**config.mk**
```make
export PLATFORM = sky130hd
export DESIGN_NAME = lin_vec_regs
export DESIGN_NICKNAME = d
export VERILOG_FILES = /design/src/lin_vec_pkg.sv /design/src/irq_if.sv /design/src/irq_unit.sv /design/src/lin_vec_regs.sv /design/src/offset_encoder.sv
export SDC_FILE = /design/constraint.sdc
export NUM_CORES = 1
export LEC_CHECK = 0
export BUFFER_PORTS_ARGS = -buffer_cell sky130_fd_sc_hd__buf_4
export CAP_MARGIN = 15
export CORE_AREA = 2 2 85 87
export DETAILED_ROUTE_END_ITERATION = 10
export DIE_AREA = 0 0 87 89
export PLACE_DENSITY = 0.8
export SLEW_MARGIN = 20
export SYNTH_ARGS = -nofsm -noshare
export SYNTH_HDL_FRONTEND = slang
export SYNTH_HIERARCHICAL = 1
export SYNTH_SLANG_ARGS = --single-unit
```
**constraint.sdc**
```tcl
create_clock -name i_clk -period 2.4 [get_ports i_clk]
set_clock_uncertainty 0.15 [all_clocks]
set_input_delay 0 -clock i_clk [delete_from_list [all_inputs] [get_ports i_clk]]
set_output_delay 0 -clock i_clk [all_outputs]
set_load 0.01 [all_outputs]
```
**src/lin_vec_pkg.sv**
```systemverilog
package lin_vec_pkg;
  // register byte offsets on the avalon slave
  localparam logic [4:0] ADDR_VECTOR = 5'h00;
  localparam logic [4:0] ADDR_FORMAT = 5'h04;
  localparam logic [4:0] ADDR_MODE = 5'h08;
  localparam logic [4:0] ADDR_IRQ_STATUS = 5'h0C;
  localparam logic [4:0] ADDR_IRQ_CLEAR = 5'h10;
  localparam logic [4:0] ADDR_IRQ_ENABLE = 5'h14;
  // field layout
  localparam int VEC_W = 5;
  localparam int LEN_LSB = 16;
  localparam int LEN_W = 3;
  localparam int CHAR_LSB = 0;
  localparam int CHAR_W = 3;
  localparam int MODE_LIN_BIT = 0;
  localparam int MODE_BUF_BIT = 1;
  // flags that a vector read never clears, and the flag count
  localparam int RX_FLAG_BIT = 9;
  localparam int TX_FLAG_BIT = 8;
  localparam int FLAG_COUNT = 31;
  // reset values and the fixed lin character width
  localparam logic [2:0] LEN_RESET = 3'h0;
  localparam logic [2:0] CHAR_RESET = 3'h0;
  localparam logic [1:0] MODE_RESET = 2'h0;
  localparam logic [3:0] LIN_CHAR_WIDTH = 4'h8;
  // event bits of the interrupt status register
  localparam int NUM_EVENTS = 3;
  localparam int EV_PENDING = 0;
  localparam int EV_FORMAT_WR = 1;
  localparam int EV_EMPTY_READ = 2;
  localparam logic [NUM_EVENTS-1:0] EV_RESET = 3'h0;
  // bus handshake states
  typedef enum logic [0:0] {
    BUS_IDLE = 1'b0,
    BUS_ACK = 1'b1
  } bus_state_type;
endpackage

```
**src/irq_if.sv**
```systemverilog
`timescale 1ns/10ps
// event, mask and clear signals between the register bank and the irq unit
interface irq_if #(parameter int N = 3);
  logic [N-1:0] event_set;
  logic [N-1:0] clear;
  logic [N-1:0] enable;
  logic [N-1:0] status;
  logic irq;
  modport src (output event_set, output clear, output enable, input status, input irq);
  modport unit (input event_set, input clear, input enable, output status, output irq);
endinterface

```
**src/irq_unit.sv**
```systemverilog
`timescale 1ns/10ps
module irq_unit import lin_vec_pkg::*; #(
  parameter int N = NUM_EVENTS
) (
  input wire logic i_clk,
  input wire logic i_rst_n,
  irq_if.unit bus
);
  logic [N-1:0] status_r;

  // sticky bits, a new event wins over a clear in the same cycle
  genvar g;
  generate
    for (g = 0; g < N; g++) begin : g_sticky
      logic status_nxt;
      assign status_nxt = bus.event_set[g] | (status_r[g] & ~bus.clear[g]);
      always_ff @(posedge i_clk or negedge i_rst_n) begin
        if (!i_rst_n) begin
          status_r[g] <= 1'b0;
        end else begin
          status_r[g] <= status_nxt;
        end
      end
    end
  endgenerate

  // level output while any enabled bit is set
  assign bus.status = status_r;
  assign bus.irq = |(status_r & bus.enable);
endmodule

```
**src/lin_vec_regs.sv**
```systemverilog
`timescale 1ns/10ps
module lin_vec_regs import lin_vec_pkg::*; #(
  parameter int NUM_FLAGS = FLAG_COUNT
) (
  input wire logic i_clk,
  input wire logic i_rst_n,
  input wire logic [4:0] i_avs_address,
  input wire logic i_avs_read,
  input wire logic i_avs_write,
  input wire logic [31:0] i_avs_writedata,
  input wire logic [3:0] i_avs_byteenable,
  output logic [31:0] o_avs_readdata,
  output logic o_avs_waitrequest,
  input wire logic [NUM_FLAGS-1:0] i_flags,
  output logic [NUM_FLAGS-1:0] o_flag_clr,
  output logic o_lin_mode,
  output logic o_buffered_mode,
  output logic [3:0] o_frame_count,
  output logic [3:0] o_char_width,
  output logic o_irq
);
  bus_state_type state_r;
  bus_state_type state_nxt;
  logic [31:0] readdata_r;
  logic [LEN_W-1:0] len_r;
  logic [CHAR_W-1:0] char_r;
  logic [1:0] mode_r;
  logic [NUM_EVENTS-1:0] enable_r;
  logic [NUM_FLAGS-1:0] clr_r;
  logic [NUM_FLAGS-1:0] clr_nxt;
  logic [NUM_FLAGS-1:0] served_r;
  logic [NUM_FLAGS-1:0] served_nxt;
  logic any_prev_r;
  logic [NUM_FLAGS-1:0] pend;
  logic [VEC_W-1:0] enc_code;
  logic enc_any;
  logic [31:0] rd_word;

  irq_if #(.N(NUM_EVENTS)) irq_bus ();

  // flags that a vector read must leave alone
  function automatic logic is_protected(input int idx);
    return (idx == RX_FLAG_BIT) || (idx == TX_FLAG_BIT);
  endfunction

  // address decode
  wire req = i_avs_read | i_avs_write;
  wire sel_vector = (i_avs_address == ADDR_VECTOR);
  wire sel_format = (i_avs_address == ADDR_FORMAT);
  wire sel_mode = (i_avs_address == ADDR_MODE);
  wire sel_status = (i_avs_address == ADDR_IRQ_STATUS);
  wire sel_clear = (i_avs_address == ADDR_IRQ_CLEAR);
  wire sel_enable = (i_avs_address == ADDR_IRQ_ENABLE);

  // one wait state: request latched, then accepted on the next edge
  wire accept = req & (state_r == BUS_ACK);
  wire latch_rd = i_avs_read & (state_r == BUS_IDLE);
  wire wr_acc = accept & i_avs_write;
  wire rd_vec = accept & i_avs_read & sel_vector;
  assign state_nxt = (req && state_r == BUS_IDLE) ? BUS_ACK : BUS_IDLE;
  assign o_avs_waitrequest = req & (state_r != BUS_ACK);
  assign o_avs_readdata = readdata_r;

  // code handed to software is the one latched for this access
  wire [VEC_W-1:0] ret_code = readdata_r[VEC_W-1:0];

  // flags being cleared or already served are hidden from the encoder
  assign pend = i_flags & ~served_r & ~clr_r;

  offset_encoder #(.NUM_FLAGS(NUM_FLAGS)) u_enc (
    .i_req(pend),
    .o_code(enc_code),
    .o_any(enc_any)
  );

  // read mux, reserved and unmapped bits return zero
  always_comb begin
    rd_word = 32'h0000_0000;
    if (sel_vector) begin
      rd_word[VEC_W-1:0] = enc_code;
    end else if (sel_format) begin
      rd_word[LEN_LSB+:LEN_W] = len_r;
      rd_word[CHAR_LSB+:CHAR_W] = char_r;
    end else if (sel_mode) begin
      rd_word[1:0] = mode_r;
    end else if (sel_status) begin
      rd_word[NUM_EVENTS-1:0] = irq_bus.status;
    end else if (sel_enable) begin
      rd_word[NUM_EVENTS-1:0] = enable_r;
    end
  end

  // clear pulse and served marks per flag
  genvar g;
  generate
    for (g = 0; g < NUM_FLAGS; g++) begin : g_flag
      wire hit = rd_vec & (ret_code == VEC_W'(g + 1));
      if (is_protected(g)) begin : g_prot
        assign clr_nxt[g] = 1'b0;
        assign served_nxt[g] = (served_r[g] | hit) & i_flags[g];
      end else begin : g_norm
        assign clr_nxt[g] = hit;
        assign served_nxt[g] = 1'b0;
      end
    end
  endgenerate
  assign o_flag_clr = clr_r;

  // bus state and read data
  always_ff @(posedge i_clk or negedge i_rst_n) begin
    if (!i_rst_n) begin
      state_r <= BUS_IDLE;
      readdata_r <= 32'h0000_0000;
    end else begin
      state_r <= state_nxt;
      if (latch_rd) begin
        readdata_r <= rd_word;
      end
    end
  end

  // vector side effects
  always_ff @(posedge i_clk or negedge i_rst_n) begin
    if (!i_rst_n) begin
      clr_r <= '0;
      served_r <= '0;
      any_prev_r <= 1'b0;
    end else begin
      clr_r <= clr_nxt;
      served_r <= served_nxt;
      any_prev_r <= enc_any;
    end
  end

  // format register, byte lane 2 holds length, lane 0 holds width
  always_ff @(posedge i_clk or negedge i_rst_n) begin
    if (!i_rst_n) begin
      len_r <= LEN_RESET;
      char_r <= CHAR_RESET;
    end else if (wr_acc && sel_format) begin
      if (i_avs_byteenable[2]) begin
        len_r <= i_avs_writedata[LEN_LSB+:LEN_W];
      end
      if (i_avs_byteenable[0]) begin
        char_r <= i_avs_writedata[CHAR_LSB+:CHAR_W];
      end
    end
  end

  // mode and interrupt enable registers
  always_ff @(posedge i_clk or negedge i_rst_n) begin
    if (!i_rst_n) begin
      mode_r <= MODE_RESET;
      enable_r <= EV_RESET;
    end else if (wr_acc && i_avs_byteenable[0]) begin
      if (sel_mode) begin
        mode_r <= i_avs_writedata[1:0];
      end
      if (sel_enable) begin
        enable_r <= i_avs_writedata[NUM_EVENTS-1:0];
      end
    end
  end

  // decoded modes and counts for the serial engines
  assign o_lin_mode = mode_r[MODE_LIN_BIT];
  assign o_buffered_mode = mode_r[MODE_BUF_BIT] & ~mode_r[MODE_LIN_BIT];
  assign o_frame_count = {1'b0, len_r} + 4'h1;
  assign o_char_width = o_lin_mode ? LIN_CHAR_WIDTH : ({1'b0, char_r} + 4'h1);

  // events into the interrupt unit
  assign irq_bus.event_set[EV_PENDING] = enc_any & ~any_prev_r;
  assign irq_bus.event_set[EV_FORMAT_WR] = wr_acc & sel_format;
  assign irq_bus.event_set[EV_EMPTY_READ] = rd_vec & (ret_code == '0);
  assign irq_bus.clear = (wr_acc && sel_clear && i_avs_byteenable[0]) ?
                         i_avs_writedata[NUM_EVENTS-1:0] : '0;
  assign irq_bus.enable = enable_r;
  assign o_irq = irq_bus.irq;

  irq_unit #(.N(NUM_EVENTS)) u_irq (
    .i_clk(i_clk),
    .i_rst_n(i_rst_n),
    .bus(irq_bus)
  );

  // handshake takes exactly one wait state
  a_bus_one_wait: assert property (
    @(posedge i_clk) disable iff (!i_rst_n)
    (req && state_r == BUS_IDLE) |-> o_avs_waitrequest ##1 (!o_avs_waitrequest || !req))
    else $error("request not answered after one wait state");

  // latched vector value is the encoder output of the latch cycle
  a_vec_value: assert property (
    @(posedge i_clk) disable iff (!i_rst_n)
    (latch_rd && sel_vector) |=> (o_avs_readdata[VEC_W-1:0] == $past(enc_code)))
    else $error("vector read data differs from pending offset");

  // reserved bits of vector and format reads stay zero
  a_upper_zero: assert property (
    @(posedge i_clk) disable iff (!i_rst_n)
    (accept && i_avs_read && (sel_vector || sel_format)) |->
    (o_avs_readdata[31:19] == 13'h0000 && o_avs_readdata[15:5] == 11'h000))
    else $error("reserved bits read nonzero");

  // returned offset one has flag 0 alone cleared on the next cycle
  a_read_clears: assert property (
    @(posedge i_clk) disable iff (!i_rst_n)
    (rd_vec && ret_code == 5'h01) |=> (o_flag_clr[0] && $onehot(o_flag_clr)))
    else $error("flag of returned offset not cleared");

  // receive and transmit flags are never pulsed
  a_protect_flags: assert property (
    @(posedge i_clk) disable iff (!i_rst_n)
    !(o_flag_clr[RX_FLAG_BIT] || o_flag_clr[TX_FLAG_BIT]))
    else $error("protected flag cleared by vector read");

  // at most one flag cleared, only right after a vector read
  a_single_clear: assert property (
    @(posedge i_clk) disable iff (!i_rst_n)
    (o_flag_clr != '0) |-> ($onehot(o_flag_clr) && $past(rd_vec)))
    else $error("flag clear without a single vector read");

  // the code just returned is not offered again
  a_next_offset: assert property (
    @(posedge i_clk) disable iff (!i_rst_n)
    (rd_vec && ret_code != 5'h00) |=> (enc_code != $past(ret_code)))
    else $error("same offset reported twice");

  // written length appears as count plus one
  a_frame_count: assert property (
    @(posedge i_clk) disable iff (!i_rst_n)
    (wr_acc && sel_format && i_avs_byteenable[2]) |=>
    (o_frame_count == ({1'b0, $past(i_avs_writedata[18:16])} + 4'h1)))
    else $error("frame count does not follow length code");

  // width field is ignored in lin mode
  a_char_width: assert property (
    @(posedge i_clk) disable iff (!i_rst_n)
    o_lin_mode |-> (o_char_width == 4'h8))
    else $error("character width not fixed in lin mode");

  // vector reads show nothing above the five-bit offset
  a_vector_zero_hi: assert property (
    @(posedge i_clk) disable iff (!i_rst_n)
    (latch_rd && sel_vector) |=> (o_avs_readdata[31:5] == 27'h0000000))
    else $error("vector read shows bits above the offset");

  // format reads show only the length and width fields
  a_format_zero_hi: assert property (
    @(posedge i_clk) disable iff (!i_rst_n)
    (latch_rd && sel_format) |=>
    (o_avs_readdata[31:19] == 13'h0000 && o_avs_readdata[15:3] == 13'h0000))
    else $error("format read shows reserved bits");

  // pending flag 0, the lowest, is the one offered
  a_lowest_first: assert property (
    @(posedge i_clk) disable iff (!i_rst_n)
    pend[0] |-> (enc_code == 5'h01))
    else $error("lowest pending flag not offered first");

  // a served receive flag is skipped while it stays high
  a_served_skip: assert property (
    @(posedge i_clk) disable iff (!i_rst_n)
    (served_r[RX_FLAG_BIT] && i_flags[RX_FLAG_BIT]) |->
    (enc_code != VEC_W'(RX_FLAG_BIT + 1)))
    else $error("served receive flag offered again");

  // any unprotected returned offset has its own flag cleared
  a_clear_offset: assert property (
    @(posedge i_clk) disable iff (!i_rst_n)
    (rd_vec && ret_code != 5'h00 && !is_protected(int'(ret_code) - 1)) |=>
    o_flag_clr[$past(ret_code) - 5'h01])
    else $error("returned offset left its flag set");

  // an empty read clears nothing
  a_empty_no_clear: assert property (
    @(posedge i_clk) disable iff (!i_rst_n)
    (rd_vec && ret_code == 5'h00) |=> (o_flag_clr == '0))
    else $error("empty vector read cleared a flag");

  // a clear pulse lasts one cycle
  a_clear_one_cycle: assert property (
    @(posedge i_clk) disable iff (!i_rst_n)
    (o_flag_clr != '0) |=> (o_flag_clr == '0))
    else $error("clear pulse longer than one cycle");

  // code six gives seven bytes
  a_len_seven: assert property (
    @(posedge i_clk) disable iff (!i_rst_n)
    (len_r == 3'h6) |-> (o_frame_count == 4'h7))
    else $error("length code six not seven bytes");

  // code seven gives eight bytes
  a_len_eight: assert property (
    @(posedge i_clk) disable iff (!i_rst_n)
    (len_r == 3'h7) |-> (o_frame_count == 4'h8))
    else $error("length code seven not eight bytes");

  // serial modes: width code zero is a one-bit character
  a_char_one: assert property (
    @(posedge i_clk) disable iff (!i_rst_n)
    (!o_lin_mode && char_r == 3'h0) |-> (o_char_width == 4'h1))
    else $error("width code zero not one bit");
endmodule

```
**src/offset_encoder.sv**
```systemverilog
`timescale 1ns/10ps
module offset_encoder import lin_vec_pkg::*; #(
  parameter int NUM_FLAGS = FLAG_COUNT
) (
  input wire logic [NUM_FLAGS-1:0] i_req,
  output logic [VEC_W-1:0] o_code,
  output logic o_any
);
  // lowest flag index wins; code is index plus one, zero means none
  always_comb begin
    o_code = '0;
    for (int i = NUM_FLAGS - 1; i >= 0; i--) begin
      if (i_req[i]) begin
        o_code = VEC_W'(i + 1);
      end
    end
  end

  assign o_any = |i_req;
endmodule
```
==> flow_metrics.tcl <==
set metrics [dict create \
    gp_congestion 0.846 \
    post-route-min-period_ns 2.29 \
    worst-path-stages 8 \
    synth-async-reset-ratio_pct 100 \
    drv_slew 0 \
    ir_worst_vdd_mv 0.268 \
    clockBufferDepth 2 \
    grt-ovfl-total 0 \
    hold_class "in -> reg" \
    die_h_microns 89 \
    synth_area_per_cell_sq_um 9.07 \
    fmax_mhz 436 \
    worstReg2RegEnd "o_avs_readdata[1]$_DFFE_PN0P_" \
    slowest_delay_ns 0.50 \
    antenna_cells 0 \
    port_buffers 96 \
    finalHoldViolCount 0 \
    tns_ns 0 \
    clock_latency_ns 0.31 \
    ys_ff_latch 55 \
    area_delta_synth_final_pct 30.7 \
    via_per_inst 5.16 \
    totalWireLength_microns 7820 \
    clockRootBuffer "clkbuf_8" \
    cellLeakagePower_nw 1.98 \
    cts_tree "done" \
    r2r_cells 8 \
    status "finished, final reports clean" \
    synth_ff_type "dfrtp_1" \
    stdcell_area_sq_um 4040 \
    critPathLaunchType "flip-flop" \
    setup_viol 0 \
    clkTransAtPathRegs_ns 0.10 \
    r2r_slack_ns 0.11 \
    hpwl_microns 5870 \
    yosysWarnings 6 \
    max_cap_violations 0 \
    relSlewSlack_pct 53.7 \
    yosysMostFrequentCell "dfrtp_1" \
    synth_area_sq_um 3090 \
    crit_family "compound AO/OA/AOI/OAI gates" \
    grt_pass1_wl_microns 12600 \
    crit_slowest_cell "or4_1" \
    fp-row-count 30 \
    cts_buffers 5 \
    synthCells 341 \
    yosysUniqueCellTypes 53 \
    fin_crit_sh_pct 95.6 \
    worstMarginPinSlew_ns 0.694 \
    synth.top_cells.by_area "dfrtp_1 (44%), nor2b_1 (8.1%), nor2_1 (6.4%)" \
    antenna_found_initial 0 \
    drtIter0Drc 139 \
    yosysSeqAreaShare_pct 44.5 \
    cp_data_required_time_ns 2.48 \
    path_class "reg -> reg" \
    vias 2758 \
    synth_common_cells "dfrtp_1 (55), nor2_1 (53), nor2b_1 (40)" \
    synth_top_area_share_pct 44.5 \
    synth-edff-count 0 \
    power.density_nw_per_um2 465 \
    wl_per_cell_microns 14.7 \
    layout.nets 531 \
    timing.rr.start "o_flag_clr[29]$_DFF_PN0_" \
    die_w_microns 87 \
    min_to "enable_r[1]$_DFFE_PN0P_" \
    cts_sinks 55 \
    dieArea_sq_um 7740 \
    crit_arrival_ns 2.37 \
    pin_count 151 \
    cp-end-kind "flip-flop" \
    grt_max_degree 56 \
    drt_first_pass_iters 4 \
    start_util_pct 46.0 \
    path_cells "nor2b_1 > nor2_1 > o311ai_1 > a31oi_1 > or4_1 > a21oi_2 > a32oi_1 > a21oi_1" \
    htree_levels 2 \
    whs_path_depth 3 \
    drive_above_1_share_pct 28.0 \
    min_from "i_avs_address[4]" \
    rsz0062_at_grt "false" \
    postRouteAntennaNets 0 \
    grt_util_all_layers_pct 20.8 \
    synth_top_cell_by_area "dfrtp_1" \
    cp-startpoint "o_flag_clr[29]$_DFF_PN0_" \
    final_core_util_pct 60.2 \
    worst-path-buf-inv 0 \
    grt_pass1_vias 2704 \
    placed_area_sq_um 3770 \
    cp_max_fo 3 \
    drc 0 \
    core_sq_um 6720 \
]
[flip-flops by register name (all words and copies together), names as in the netlist]
name	count
o_avs_readdata	8
served_r	2
enable_r	3
char_r	3
u_irq/bus.status	3
state_r	1
any_prev_r	1
len_r	3
o_flag_clr	29
mode_r	2
[worst max-delay path by stage]
stage,endpoint,slack (ns)
6_report,o_avs_readdata[1]$_DFFE_PN0P_,0.11
5_1_grt,o_avs_readdata[1]$_DFFE_PN0P_,0.03
4_1_cts,o_avs_readdata[1]$_DFFE_PN0P_,0.11
3_5_place_dp,o_avs_readdata[1]$_DFFE_PN0P_,0.18
3_3_place_gp,o_avs_readdata[1]$_DFFE_PN0P_,0.27
2_1_floorplan,o_avs_readdata[1]$_DFFE_PN0P_,0.45
[logic make-up (layout without fill, tap and decap cells)]
kind of cell / Yosys count / after routing / synth area share (%)
AND/OR/NAND/NOR: 178 / 178 / 31.4
other: 1 / 26 / 0.121
adder cells (fa/ha/maj): 2 / 2 / 0.809
buffers and inverters: 47 / 135 / 9.18
flip-flops: 55 / 55 / 44.5
AO/OA/AOI/OAI: 44 / 44 / 9.14
multiplexers: 12 / 12 / 4.33
XOR/XNOR: 2 / 2 / 0.566
[routing by layer]
metal	global-route usage [%]	vias up	wire [microns]
met3	4.06	4	515
met2	38.3	112	4110
met4	3.84	0	31
met1	25.4	1303	3170
met5	0	-	0
li1	-	1339	-
[power breakdown]
| part | total [mW] | switching (mW) | internal (mW) |
|---|---|---|---|
| Combinational | 0.370 | 0.186 | 0.184 |
| Sequential | 1.01 | 0.0485 | 0.958 |
| Clock | 0.503 | 0.297 | 0.206 |
| Total | 1.88 | 0.531 | 1.35 |
[worst min-delay path: stages]
cell	delay [ns]
buf_4	0.16
nand3_1	0.14
mux2_2	0.17
[through the flow]
step / power [mW] / worst slack [ns] / instances / hold WS, ns
after CTS: 1.88 / 0.108 / 534 / 0.0306
after floorplan: 1.23 / 0.452 / 366 / -0.446
after detailed placement: 1.36 / 0.181 / 507 / -0.0552
final: 1.88 / 0.105 / 534 / 0.0413
after global routing: 1.98 / 0.0263 / 534 / 0.0405
after global placement: 1.36 / 0.267 / 507 / -0.0693
[area by class of cell]
class | count | area (sq um)
fillers | 601 | 2680
repair buffers | 115 | 911
clock buffers | 7 | 76.3
multi-input cells | 264 | 1530
flip-flops and latches | 55 | 1380
inverters | 12 | 45.0
clock inverters | 1 | 5.00
well taps | 80 | 100
[cells in the final DEF, fill, tap and decap left out, types with 5 or more instances in the layout]
cell type,n
o21ai_0,8
dlygate4sd3_1,19
nor3_1,13
and2_1,6
mux2_2,11
inv_1,12
nand2_1,24
nor2b_1,40
clkbuf_8,5
a21oi_1,14
nor4_1,5
nor2_1,53
nand3_1,8
conb_1,26
buf_4,96
dfrtp_1,55
[what timing repair did]
item                       CTS  global route
setup buffers                0             0
gates resized for setup      0             1
hold buffers                19             0
hold endpoints to repair    78             0
setup endpoints to repair    0             1
Power figures use the tool's default switching activity.
